File: src/include/cms_defs.vh
// Overview of operation
// key pages erase automatically when key upload begins, before any key is accepted
// erasure clears exactly the 32 key pages and nothing else
// data outputs inhibited in key entry, self-test, erasure and error states
// operative only after self-test pass (status 101) and verified key selection
// no cryptographic operation or data before operative state
// failed self-test enters error state, refusing operations, outputs inhibited
// self-test is one known-answer test compared with expected result
// full self-test reruns after every reset; reset requests it on demand
// self-test starts unprompted; approved mode entered automatically on pass
// incomplete commands or requests are discarded without side effects
// cipher invocations per key limited to two to the fortieth minus one
// nonce counter read by request 112, loaded by ground command 96
// firmware version returned on a dedicated request
// keys never appear on outputs; referenced only by identifier
// up to 32 keys, identifiers 1 to 32
// key and checksum bytes majority-voted over three copies, checksum recomputed
// three-bit readable status code: pass value, distinct error value
`ifndef CMS_DEFS_VH
`define CMS_DEFS_VH
`define CMS_ST_SELFTEST 3'h0
`define CMS_ST_ERASE 3'h1
`define CMS_ST_KEYENTRY 3'h2
`define CMS_ST_READY 3'h3
`define CMS_ST_KEYREAD 3'h4
`define CMS_ST_OPER 3'h5
`define CMS_ST_ERROR 3'h6
`define CMS_STAT_TEST 3'h1
`define CMS_STAT_RUN 3'h2
`define CMS_STAT_PASS 3'h5
`define CMS_STAT_ERROR 3'h7
`define CMS_SUB_NONCE_SET 8'h60
`define CMS_SUB_NONCE_GET 8'h70
`define CMS_SUB_FW_GET 8'h71
`define CMS_SUB_STAT_GET 8'h72
`define CMS_SUB_KEY_SEL 8'h73
`define CMS_LEN_NONCE_SET 3'h7
`define CMS_LEN_REQ 3'h1
`define CMS_LEN_KEY_SEL 3'h2
`define CMS_LEN_NONE 3'h0
`define CMS_LEN_MAX 3'h7
`define CMS_LAST_PAGE 5'h1f
`define CMS_KEY_ID_MIN 6'h01
`define CMS_KEY_ID_MAX 6'h20
`define CMS_CHK_BYTE 5'h10
`define CMS_INV_LIMIT 40'hffffffffff
`define CMS_CRC_POLY 8'h07
`define CMS_CRC_INIT 8'h00
`endif

File: src/rtl/cms_state_control.v
`timescale 1ns/1ns
`include "cms_defs.vh"
module cms_state_control #(
  parameter [127:0] KAT_EXPECTED = 128'h0123456789abcdeffedcba9876543210,
  parameter [23:0] FW_VERSION = 24'h010000
) (
  input wire clk,
  input wire resetn,
  input wire keyHarness,
  output reg katStart,
  input wire katResultValid,
  input wire [127:0] katResult,
  output reg eraseReq,
  output reg [4:0] erasePage,
  input wire eraseAck,
  output reg keyLoadReady,
  output reg rdReq,
  output reg [4:0] rdPage,
  output reg [4:0] rdByte,
  input wire rdValid,
  input wire [7:0] rdCopyA,
  input wire [7:0] rdCopyB,
  input wire [7:0] rdCopyC,
  input wire gndValid,
  input wire [7:0] gndData,
  input wire gndEnd,
  input wire hkValid,
  input wire [7:0] hkData,
  input wire hkEnd,
  input wire cipherReq,
  output reg cipherGo,
  output reg [47:0] cipherNonce,
  output reg [5:0] keyIdActive,
  output reg limitReached,
  output reg keyCheckFail,
  output reg dataOutEnable,
  output reg [2:0] statusCode,
  output reg replyValid,
  output reg [7:0] replySubtype,
  output reg [47:0] replyData
);
  reg [2:0] state_reg;
  reg [2:0] state_next;
  reg [7:0] crc_reg;
  reg [39:0] invCount [0:31];
  wire [1:0] portValid;
  wire [1:0] portEnd;
  wire [15:0] portData;
  wire [1:0] cmdDone;
  wire [15:0] cmdSub;
  wire [95:0] cmdPay;
  wire [7:0] voted;
  wire [4:0] keyIdx;
  wire curAtLimit;
  wire gndNonce;
  wire hkNonce;
  wire hkFw;
  wire hkStat;
  wire hkSel;
  wire selOk;
  wire replyAllowed;

  function [7:0] crcByte;
    input [7:0] crcIn;
    input [7:0] dat;
    integer i;
    reg [7:0] c;
    begin
      c = crcIn ^ dat;
      for (i = 0; i < 8; i = i + 1) begin
        c = c[7] ? ((c << 1) ^ `CMS_CRC_POLY) : (c << 1);
      end
      crcByte = c;
    end
  endfunction

  function [2:0] expLen;
    input [7:0] sub;
    begin
      case (sub)
        `CMS_SUB_NONCE_SET: expLen = `CMS_LEN_NONCE_SET;
        `CMS_SUB_NONCE_GET: expLen = `CMS_LEN_REQ;
        `CMS_SUB_FW_GET: expLen = `CMS_LEN_REQ;
        `CMS_SUB_STAT_GET: expLen = `CMS_LEN_REQ;
        `CMS_SUB_KEY_SEL: expLen = `CMS_LEN_KEY_SEL;
        default: expLen = `CMS_LEN_NONE;
      endcase
    end
  endfunction

  // port 0 is the ground link, port 1 the housekeeping link
  assign portValid = {hkValid, gndValid};
  assign portEnd = {hkEnd, gndEnd};
  assign portData = {hkData, gndData};

  genvar p;
  generate
    for (p = 0; p < 2; p = p + 1) begin : gParser
      reg [2:0] cnt_reg;
      reg [7:0] sub_reg;
      reg [47:0] pay_reg;
      reg done_reg;
      reg [7:0] subOut_reg;
      reg [47:0] payOut_reg;
      wire [7:0] b;
      wire [7:0] curSub;
      wire [2:0] cntInc;
      assign b = portData[8*p+7:8*p];
      assign curSub = (cnt_reg == 3'h0) ? b : sub_reg;
      assign cntInc = cnt_reg + 3'h1;
      always @(posedge clk or negedge resetn) begin
        if (!resetn) begin
          cnt_reg <= 3'h0;
          sub_reg <= 8'h00;
          pay_reg <= 48'h0;
          done_reg <= 1'b0;
          subOut_reg <= 8'h00;
          payOut_reg <= 48'h0;
        end else begin
          done_reg <= 1'b0;
          if (portValid[p]) begin
            if (cnt_reg == 3'h0) begin
              sub_reg <= b;
            end
            if (cnt_reg != 3'h0) begin
              pay_reg <= {pay_reg[39:0], b};
            end
            if (portEnd[p]) begin
              cnt_reg <= 3'h0;
              // only a frame of exactly the expected length is released; others vanish
              if (expLen(curSub) != `CMS_LEN_NONE && cntInc == expLen(curSub)) begin
                done_reg <= 1'b1;
                subOut_reg <= curSub;
                payOut_reg <= (cnt_reg == 3'h0) ? pay_reg : {pay_reg[39:0], b};
              end
            end else if (cnt_reg != `CMS_LEN_MAX) begin
              cnt_reg <= cntInc;
            end
          end
        end
      end
      assign cmdDone[p] = done_reg;
      assign cmdSub[8*p+7:8*p] = subOut_reg;
      assign cmdPay[48*p+47:48*p] = payOut_reg;
    end
  endgenerate

  assign gndNonce = cmdDone[0] && cmdSub[7:0] == `CMS_SUB_NONCE_SET;
  assign hkNonce = cmdDone[1] && cmdSub[15:8] == `CMS_SUB_NONCE_GET;
  assign hkFw = cmdDone[1] && cmdSub[15:8] == `CMS_SUB_FW_GET;
  assign hkStat = cmdDone[1] && cmdSub[15:8] == `CMS_SUB_STAT_GET;
  assign hkSel = cmdDone[1] && cmdSub[15:8] == `CMS_SUB_KEY_SEL;
  assign selOk = cmdPay[53:48] >= `CMS_KEY_ID_MIN && cmdPay[55:54] == 2'h0 && cmdPay[53:48] <= `CMS_KEY_ID_MAX;
  assign replyAllowed = state_reg == `CMS_ST_READY || state_reg == `CMS_ST_OPER;
  assign voted = (rdCopyA & rdCopyB) | (rdCopyA & rdCopyC) | (rdCopyB & rdCopyC);
  assign keyIdx = keyIdActive[4:0] - 5'h1;
  assign curAtLimit = invCount[keyIdx] == `CMS_INV_LIMIT;

  always @* begin
    state_next = state_reg;
    case (state_reg)
      `CMS_ST_SELFTEST: begin
        if (katResultValid) begin
          if (katResult != KAT_EXPECTED) begin
            state_next = `CMS_ST_ERROR;
          end else if (keyHarness) begin
            state_next = `CMS_ST_ERASE;
          end else begin
            state_next = `CMS_ST_READY;
          end
        end
      end
      `CMS_ST_ERASE: begin
        if (eraseAck && erasePage == `CMS_LAST_PAGE) begin
          state_next = `CMS_ST_KEYENTRY;
        end
      end
      `CMS_ST_KEYENTRY: state_next = `CMS_ST_KEYENTRY;
      `CMS_ST_READY, `CMS_ST_OPER: begin
        if (hkSel && selOk) begin
          state_next = `CMS_ST_KEYREAD;
        end
      end
      `CMS_ST_KEYREAD: begin
        if (rdValid && rdByte == `CMS_CHK_BYTE) begin
          state_next = (crc_reg == voted) ? `CMS_ST_OPER : `CMS_ST_READY;
        end
      end
      `CMS_ST_ERROR: state_next = `CMS_ST_ERROR;
      default: state_next = `CMS_ST_ERROR;
    endcase
  end

  // every reset lands here, so the known-answer test always reruns
  always @(posedge clk or negedge resetn) begin
    if (!resetn) begin
      state_reg <= `CMS_ST_SELFTEST;
      katStart <= 1'b0;
      statusCode <= `CMS_STAT_TEST;
    end else begin
      state_reg <= state_next;
      katStart <= 1'b0;
      if (state_reg == `CMS_ST_SELFTEST && katStart == 1'b0 && statusCode == `CMS_STAT_TEST) begin
        katStart <= 1'b1;
      end
      if (state_reg == `CMS_ST_SELFTEST && katStart) begin
        statusCode <= `CMS_STAT_RUN;
      end
      if (state_reg == `CMS_ST_SELFTEST && katResultValid) begin
        statusCode <= (state_next == `CMS_ST_ERROR) ? `CMS_STAT_ERROR : `CMS_STAT_PASS;
      end
    end
  end

  // erase walks pages 0..31 only, one acknowledge per page
  always @(posedge clk or negedge resetn) begin
    if (!resetn) begin
      eraseReq <= 1'b0;
      erasePage <= 5'h00;
      keyLoadReady <= 1'b0;
    end else begin
      eraseReq <= state_next == `CMS_ST_ERASE;
      keyLoadReady <= state_next == `CMS_ST_KEYENTRY;
      if (state_reg == `CMS_ST_ERASE && eraseAck && erasePage != `CMS_LAST_PAGE) begin
        erasePage <= erasePage + 5'h1;
      end
    end
  end

  always @(posedge clk or negedge resetn) begin
    if (!resetn) begin
      rdReq <= 1'b0;
      rdPage <= 5'h00;
      rdByte <= 5'h00;
      crc_reg <= `CMS_CRC_INIT;
      keyIdActive <= 6'h00;
      keyCheckFail <= 1'b0;
    end else begin
      rdReq <= 1'b0;
      if (state_reg != `CMS_ST_KEYREAD && state_next == `CMS_ST_KEYREAD) begin
        // the identifier is latched now, the key itself never leaves this block
        keyIdActive <= cmdPay[53:48];
        rdPage <= cmdPay[52:48] - 5'h1;
        rdByte <= 5'h00;
        rdReq <= 1'b1;
        crc_reg <= `CMS_CRC_INIT;
      end else if (state_reg == `CMS_ST_KEYREAD && rdValid) begin
        if (rdByte == `CMS_CHK_BYTE) begin
          keyCheckFail <= crc_reg != voted;
        end else begin
          crc_reg <= crcByte(crc_reg, voted);
          rdByte <= rdByte + 5'h1;
          rdReq <= 1'b1;
        end
      end
    end
  end

  generate
    for (p = 0; p < 32; p = p + 1) begin : gInv
      always @(posedge clk or negedge resetn) begin
        if (!resetn) begin
          invCount[p] <= 40'h0;
        end else if (state_reg == `CMS_ST_ERASE) begin
          invCount[p] <= 40'h0;
        end else if (cipherReq && state_reg == `CMS_ST_OPER && keyIdx == p && !curAtLimit) begin
          invCount[p] <= invCount[p] + 40'h1;
        end
      end
    end
  endgenerate

  always @(posedge clk or negedge resetn) begin
    if (!resetn) begin
      cipherGo <= 1'b0;
      cipherNonce <= 48'h0;
      limitReached <= 1'b0;
      dataOutEnable <= 1'b0;
    end else begin
      dataOutEnable <= state_next == `CMS_ST_OPER;
      cipherGo <= cipherReq && state_reg == `CMS_ST_OPER && !curAtLimit;
      limitReached <= state_reg == `CMS_ST_OPER && curAtLimit;
      if (gndNonce && replyAllowed) begin
        cipherNonce <= cmdPay[47:0];
      end else if (cipherReq && state_reg == `CMS_ST_OPER && !curAtLimit) begin
        cipherNonce <= cipherNonce + 48'h1;
      end
    end
  end

  // replies carry nonce, firmware version, key identifier and status; no key material is reachable here
  always @(posedge clk or negedge resetn) begin
    if (!resetn) begin
      replyValid <= 1'b0;
      replySubtype <= 8'h00;
      replyData <= 48'h0;
    end else begin
      replyValid <= 1'b0;
      if (replyAllowed && (hkNonce || hkFw || hkStat)) begin
        replyValid <= 1'b1;
        replySubtype <= cmdSub[15:8];
        if (hkNonce) begin
          replyData <= cipherNonce;
        end else if (hkFw) begin
          replyData <= {24'h0, FW_VERSION};
        end else begin
          replyData <= {38'h0, keyCheckFail, keyIdActive, statusCode};
        end
      end
    end
  end
endmodule

File: config.mk
export PLATFORM = sky130hd
export DESIGN_NAME = cms_state_control
export DESIGN_NICKNAME = d
export VERILOG_FILES = /design/src/rtl/cms_state_control.v
export VERILOG_INCLUDE_DIRS = /design/src /design/src/include
export SDC_FILE = /design/constraint.sdc
export NUM_CORES = 2
export LEC_CHECK = 0
export BUFFER_PORTS_ARGS = -buffer_cell sky130_fd_sc_hd__clkbuf_2
export CORE_ASPECT_RATIO = 0.75
export CORE_MARGIN = 2
export CORE_UTILIZATION = 62
export DETAILED_ROUTE_END_ITERATION = 16
export GPL_ROUTABILITY_DRIVEN = 0
export PLACE_DENSITY = 0.8
export SYNTH_ARGS = -nofsm -noshare
export SYNTH_HDL_FRONTEND = slang
export SYNTH_SLANG_ARGS = --single-unit
export TNS_END_PERCENT = 5
File: constraint.sdc
create_clock -name clk -period 14 [get_ports clk]
set_clock_uncertainty 0.2 [all_clocks]
set_input_delay 2.8 -clock clk [delete_from_list [all_inputs] [get_ports clk]]
set_output_delay 2.8 -clock clk [all_outputs]
set_load 0.005 [all_outputs]
Yosys cells after proc, flatten, opt, wreduce, memory -nomap -nowiden
Index checks and enable logic that the tools add are counted.
{"block": "totals", "register_bits": 1580, "out_inout_bits": 137}
{"block": "op_classes", "n_addsub": 39, "order_cmp": 3, "n_eq_ne": 70, "n_mux": 121, "bitwise_logic": 17, "reduce_logical": 150}
{"op": "40-bit two-way mux", "count": 66}
{"op": "40-bit by 1-bit adder with 40-bit output, second input constant", "count": 32}
{"op": "40-bit binary-select mux with 5-bit select", "count": 1}
{"op": "48-bit two-way mux", "count": 4}
{"op": "128-bit by 121-bit inequality test with 1-bit output, second input constant", "count": 1}
{"op": "8-bit by 7-bit == test with 1-bit output, second input constant", "count": 15}
{"op": "5-bit == test, second input constant", "count": 18}
{"op": "1-bit logical AND", "count": 89}
{"op": "2-bit nonzero test", "count": 37}
{"op": "3-bit two-way mux", "count": 24}
{"op": "48-bit by 1-bit adder with 48-bit output, second input constant", "count": 1}
{"op": "8-bit two-way mux", "count": 6}
{"op": "40-bit == test, second input constant", "count": 1}
{"op": "5-bit by 4-bit == test with 1-bit output, second input constant", "count": 8}
{"op": "8-bit bitwise AND", "count": 3}
{"op": "3-bit inverter", "count": 8}
{"op": "5-bit by 3-bit == test with 1-bit output, second input constant", "count": 4}
{"op": "3-bit case mux with 3 select lines", "count": 2}
{"op": "17-bit two-way mux", "count": 1}
{"op": "8-bit OR", "count": 2}
{"op": "3-bit == test, second input constant", "count": 5}
{"op": "5-bit two-way mux", "count": 3}
{"op": "3-bit case mux with 5 select lines", "count": 1}
{"op": "3-bit nonzero test", "count": 4}
{"op": "other kinds (30)", "count": 64}

Logic depth before layout (Yosys ltp)
{"block": "depth", "ltp_word": 23, "depth_mapped": 25, "mapped_depth_nobuf": 13}

Worst setup path before layout
Ideal clock, no wire load.
{"block": "synth_timing", "path_type": "in2reg", "start": "input port cipherReq", "end": "register invCount[811] (netlist bit)", "setup_time_ps": 83, "arrival_ps": 4820, "slack_ps": 8897, "cell_stages": 9, "path_buffers": 4, "cell_sequence": "and3_1 -> clkbuf_1 -> buf_1 -> buf_1 -> nand3_1 -> nor2_1 -> clkbuf_1 -> a21oi_1 -> o21ai_0"}
{"block": "synth_via", "elab_chain_cells": 4}
{"item": "from (decl)", "line_no": "cms_state_control.v:30", "text": "input wire cipherReq,"}
{"item": "1-bit logical AND (no source line)"}
{"item": "1-bit logical AND (2 in a row)", "line_no": "cms_state_control.v:266", "text": "end else if (cipherReq && state_reg == `CMS_ST_OPER && keyIdx == p && !curAtLimit) begin"}
{"item": "2-bit nonzero test (no source line)"}
{"item": "to (signal, indexed assignment)", "line_no": "cms_state_control.v:267", "text": "invCount[p] <= invCount[p] + 40'h1;"}
{"item": "to (decl)", "line_no": "cms_state_control.v:45", "text": "reg [39:0] invCount [0:31];"}
No other way between the ends.
A chain may end at the register's enable or synchronous reset.

Worst setup path in the final report
{"block": "layout_timing", "start": "register keyIdActive[0]", "end": "register invCount[1106] (netlist bit)"}
{"block": "layout_via", "elab_chain_cells": 9, "elab_cells_between_ends": 11, "classes_between": "1 x add/sub; 2 x eq/ne; 3 x mux; 1 x bitwise; 4 x reduce/logical"}
{"item": "from (decl)", "line_no": "cms_state_control.v:33", "text": "output reg [5:0] keyIdActive,"}
{"item": "from (signal assigned)", "line_no": "cms_state_control.v:242", "text": "keyIdActive <= cmdPay[53:48];"}
{"item": "5-bit by 1-bit subtractor with 5-bit output (*)", "line_no": "cms_state_control.v:156", "text": "assign keyIdx = keyIdActive[4:0] - 5'h1;"}
{"item": "5-bit inverter with 6-bit output (implied by the code)", "line_no": "cms_state_control.v:157", "text": "assign curAtLimit = invCount[keyIdx] == `CMS_INV_LIMIT;"}
{"item": "40-bit binary-select mux with 5-bit select", "line_no": "cms_state_control.v:157"}
{"item": "40-bit two-way mux (implied by the code) (2 in a row)", "line_no": "cms_state_control.v:157"}
{"item": "40-bit == test (no source line)"}
{"item": "1-bit logical NOT", "line_no": "cms_state_control.v:266"}
{"item": "1-bit logical AND (*)", "line_no": "cms_state_control.v:266"}
{"item": "2-bit nonzero test (no source line) (*)"}
Every way passes the cells marked *; elsewhere a longest branch is shown, timed or not. The select of a mux whose other input is x is not followed.

==> out/metrics.csv <==
stage,metric,value,unit
global_routing,global_route.usage.total,0.3565,
pwr,comb_power_share,0.185,
final_layout,number_of_nets_in_the_layout,10240,
critical_path,series_of_cell_instances_along_the_critical_path,"inv_2, buf_4, ha_4, buf_4, nand2_1, nor4_1, a31oi_1, a311oi_1, o2111ai_1, a22oi_2, and4_4, buf_12, buf_12, nor2_1, and3_1, mux2_2",
clocking,cts.reportedPaths.clkPinSlew,0.07,ns
floorplan,floorplan.die.width,436.7,µm
global_routing,grt_first_pass_wirelength,415300,µm
clocking,root_buffer,sky130_fd_sc_hd__clkbuf_16,
clocking,clkLatencyLatePin,0.85,ns
drt,detailroute.via_count,81020,
pwr,total_switching_power,3936,µW
floorplan,io-pin-count,316,
place,place_area,0.08956,mm²
worst_hold_path,hp-start,gParser[1].subOut_reg[5],
global_routing,largest_net_degree_at_the_start_of_global_routing,176,
global_routing,gr_busiest_metal,met1,
sta,final_max_slew_viol_count,0,
final_layout,largest_register_ff_count,1280,
logic_synthesis,synth_compound_area_frac,0.1333,
pwr,power_report.internal_total,8235,µW
final_layout,design_area,0.09509,mm²
logic_synthesis,synth_ff_type,sky130_fd_sc_hd__dfrtp_1,
sta,finalCritPeriodShare,0.6937,
critical_path,timing.setup.critical_path_class,reg2reg,
clocking,cts.repair_timing.setup_buffer_count,0,
critical_path,critical_path.top_delay_family,simple AND/OR/NAND/NOR gates,
critical_path,crit_slowest_cell,sky130_fd_sc_hd__a311oi_1,
drt,routed_via_density,6.744,
status,status,finished clean,
logic_synthesis,synth_mux_area_frac,0.02896,
logic_synthesis,most_frequent_cells_after_synthesis,"1,579 x sky130_fd_sc_hd__dfrtp_1, 1,210 x sky130_fd_sc_hd__nand2_1, 866 x sky130_fd_sc_hd__nor2_1",
critical_path,crit_path_max_fanout,175,
worst_hold_path,min-delay-path-class,reg2reg,
place,post_dp_hpwl,171000,µm
critical_path,crit_cells,16,
critical_path,reg2reg_setup_slack,4.29,ns
pwr,clock_power_share,0.373,
sta,setup-violations-final,0,
final_layout,area_growth,9.233,%
clocking,cts_tree,built,
floorplan,core,0.1398,mm²
critical_path,critical-path-max-stage-delay,0.95,ns
logic_synthesis,yosys.cell_count.top_type,sky130_fd_sc_hd__dfrtp_1,
sta,grt_setup_unrepaired,no,
floorplan,floorplan.die_area,0.1435,mm²
sta,clock.fmax,103.0,MHz
logic_synthesis,synth-async-reset-ratio,1.000,
global_routing,grt.overflow.total,0,
sta,maxSlewHeadroom,0.05532,
job,cap_viol_max_count,0,
place,numPortBuffers,315,
final_layout,final.fill_count,10780,
pwr,ir_drop,0.0001699,V
global_routing,met2_usage,0.5165,
logic_synthesis,synth.top_cells.by_area,"sky130_fd_sc_hd__dfrtp_1 45%, sky130_fd_sc_hd__nand2_1 5.2%, sky130_fd_sc_hd__nand3_1 4.2%",
critical_path,cp.required,14.53,ns
logic_synthesis,synth_fa_ha_area_frac,0.008681,
place,dp_worst_setup_slack,4.726,ns
pwr,p_leak,0.04015,µW
logic_synthesis,simple_gate_share_of_the_synthesized_area,0.2909,
logic_synthesis,post_synthesis_xor_xnor_area_fraction,0.04658,
logic_synthesis,gate_count_post_synth,9986,
sta,final.setup.worst_slack,4.288,ns
worst_hold_path,min_to,gParser[1].subOut_reg[5],
clocking,clock_tree.htree_level_count,4,
critical_path,arrival,10.24,ns
global_routing,via_count_of_the_first_global_routing_pass,75530,
logic_synthesis,synth_top_family_by_area,simple AND/OR/NAND/NOR gates,
logic_synthesis,synth.net_count,10220,
final_layout,drive_gt1_frac,0.09028,
pwr,power.share.switching,0.3234,
logic_synthesis,yosys.area.top_type_share,0.4539,
global_routing,grt_use_met1,0.5205,
drt,final_antenna_net_count,0,
logic_synthesis,yosysUniqueCellTypes,102,
logic_synthesis,synth.ff_latch_count,1580,
critical_path,cp-start-kind,flip-flop,
logic_synthesis,syn_std_cell_area,0.08705,mm²
clocking,number_of_buffers_between_clock_root_and_the_deepest_sink,3,
worst_hold_path,min_path_cells,1,
drt,drt_pass1_iterations,9,
sta,timing.final.hold_violations,0,
floorplan,rows,119,
pwr,report.power.total,12170,µW
sta,tightestPinTransition,1.406,ns
global_routing,met3_usage,0.08599,
pwr,powerDensity,128.0,mW/mm²
logic_synthesis,synth_seq_area_share,0.4542,
sta,setup-tns-final,0,ns
clocking,post_cts_resized,0,
pwr,p_seq_frac,0.442,
critical_path,timing.rr.end,invCount[1106],
critical_path,path_buf_inv,5,
critical_path,cp-end-kind,flip-flop,
logic_synthesis,synth_top_cell_by_area,sky130_fd_sc_hd__dfrtp_1,
sta,finalCriticalPeriod,9.712,ns
sta,timing.hold.ws,0.2726,ns
clocking,cts_hold_buf,0,
logic_synthesis,count_of_warnings_emitted_by_yosys,0,
drt,drtIter0Drc,10220,
clocking,numClockSinks,1580,
global_routing,grt_antenna_before_repair,5,
critical_path,timing.reg2reg.worst_path_depth,16,
floorplan,die_height,328.5,µm
drt,routed_wirelength,260400,µm
critical_path,r2r-start,keyIdActive[0],
drt,drcViolationCount,0,
logic_synthesis,edff_count_synth,0,
logic_synthesis,syn_area_cell,8.718,µm²
floorplan,floorplan.initialDensity,0.6227,
clocking,numCtsBuffers,160,
drt,drt-wirelength-per-cell,21.67,µm
[layout make-up]
type                            count  area [µm²]  area share
Antenna cell                        4       10.01   0.0001053
Clock buffer                      235        4777     0.05024
Clock inverter                     54       748.2    0.007868
Inverter                          223       837.1    0.008803
Multi-Input combinational cell   7635       44390      0.4668
Sequential cell                  1580       39540      0.4158
Tap cell                         1875        2346     0.02467
Timing Repair Buffer              408        2440     0.02566
[power by group through the flow]
| stage | Sequential (µW) | Clock (µW) | Combinational, µW |
|---|---|---|---|
| detailed placement | 5440 | 0 | 2150 |
| floorplan | 5280 | 0 | 1290 |
| global route | 5430 | 4750 | 2360 |
| global placement | 5410 | 0 | 2080 |
| CTS | 5370 | 4560 | 2170 |
| finish | 5380 | 4530 | 2250 |
[worst max path at each step]
stage              startpoint        endpoint  slack (ns)
5_1_grt        keyIdActive[0]  invCount[1106]        4.37
3_5_place_dp   keyIdActive[0]  invCount[1106]        4.73
6_report       keyIdActive[0]  invCount[1106]        4.29
2_1_floorplan       cipherReq   invCount[811]        8.90
3_3_place_gp   keyIdActive[0]  invCount[1106]        4.75
4_1_cts        keyIdActive[0]  invCount[1106]        4.74
[cell usage in the layout (no fill, tap or decap), types with 78 or more instances in the layout]
master                      instances
sky130_fd_sc_hd__nor2_1           863
sky130_fd_sc_hd__nand2b_1          83
sky130_fd_sc_hd__nand2_1         1208
sky130_fd_sc_hd__and2_1            78
sky130_fd_sc_hd__a31oi_1          118
sky130_fd_sc_hd__nor3_1           496
sky130_fd_sc_hd__nor4_1           228
sky130_fd_sc_hd__clkbuf_2         314
sky130_fd_sc_hd__clkbuf_16        161
sky130_fd_sc_hd__o21ai_0          612
sky130_fd_sc_hd__and3_1           273
sky130_fd_sc_hd__a21o_1            82
sky130_fd_sc_hd__mux2_2            79
sky130_fd_sc_hd__o31ai_1          154
sky130_fd_sc_hd__a21oi_1          528
sky130_fd_sc_hd__inv_1            220
sky130_fd_sc_hd__xnor2_1          401
sky130_fd_sc_hd__buf_4             81
sky130_fd_sc_hd__nand4_1          316
sky130_fd_sc_hd__nand3_1          726
sky130_fd_sc_hd__or3_1            258
sky130_fd_sc_hd__mux2i_1          118
sky130_fd_sc_hd__dfrtp_1         1578
sky130_fd_sc_hd__or4_1            129
[logic make-up (layout without fill, tap and decap cells)]
| kind of cell | Yosys count | in the layout |
|---|---|---|
| AND/OR/NAND/NOR | 4996 | 4996 |
| AO/OA/AOI/OAI | 1897 | 1897 |
| flip-flops | 1580 | 1580 |
| buffers and inverters | 771 | 920 |
| XOR/XNOR | 463 | 463 |
| multiplexers | 217 | 217 |
| adder cells (fa/ha/maj) | 62 | 62 |
| other | 0 | 4 |
[stage by stage]
stage	cells	util
2_1_floorplan	9986	-
3_3_place_gp	11720	0.6406
3_5_place_dp	11720	0.6406
4_1_cts	12010	0.6801
5_1_grt	12010	0.6801
6_report	12010	0.6801
[layer usage]
metal  vias to the layer above  wire, µm  share of wire
li1                      36310         -              -
met1                     39560    108800           0.42
met2                      4419    111700           0.43
met3                       723     30000           0.12
met4                         6      9827          0.038
met5                         -        41        0.00016
[worst register-to-register path, delay by kind of cell, from the launching register on]
family,cells,cell delay (ns)
AOI/OAI and AO/OA,4,1.77
adders and majority gates,1,0.64
muxes,1,0.26
DFF,1,0.74
and+or+nand+nor,5,3.23
buffers and inverters,5,2.80
No activity file was read; power rests on OpenSTA's default activity.
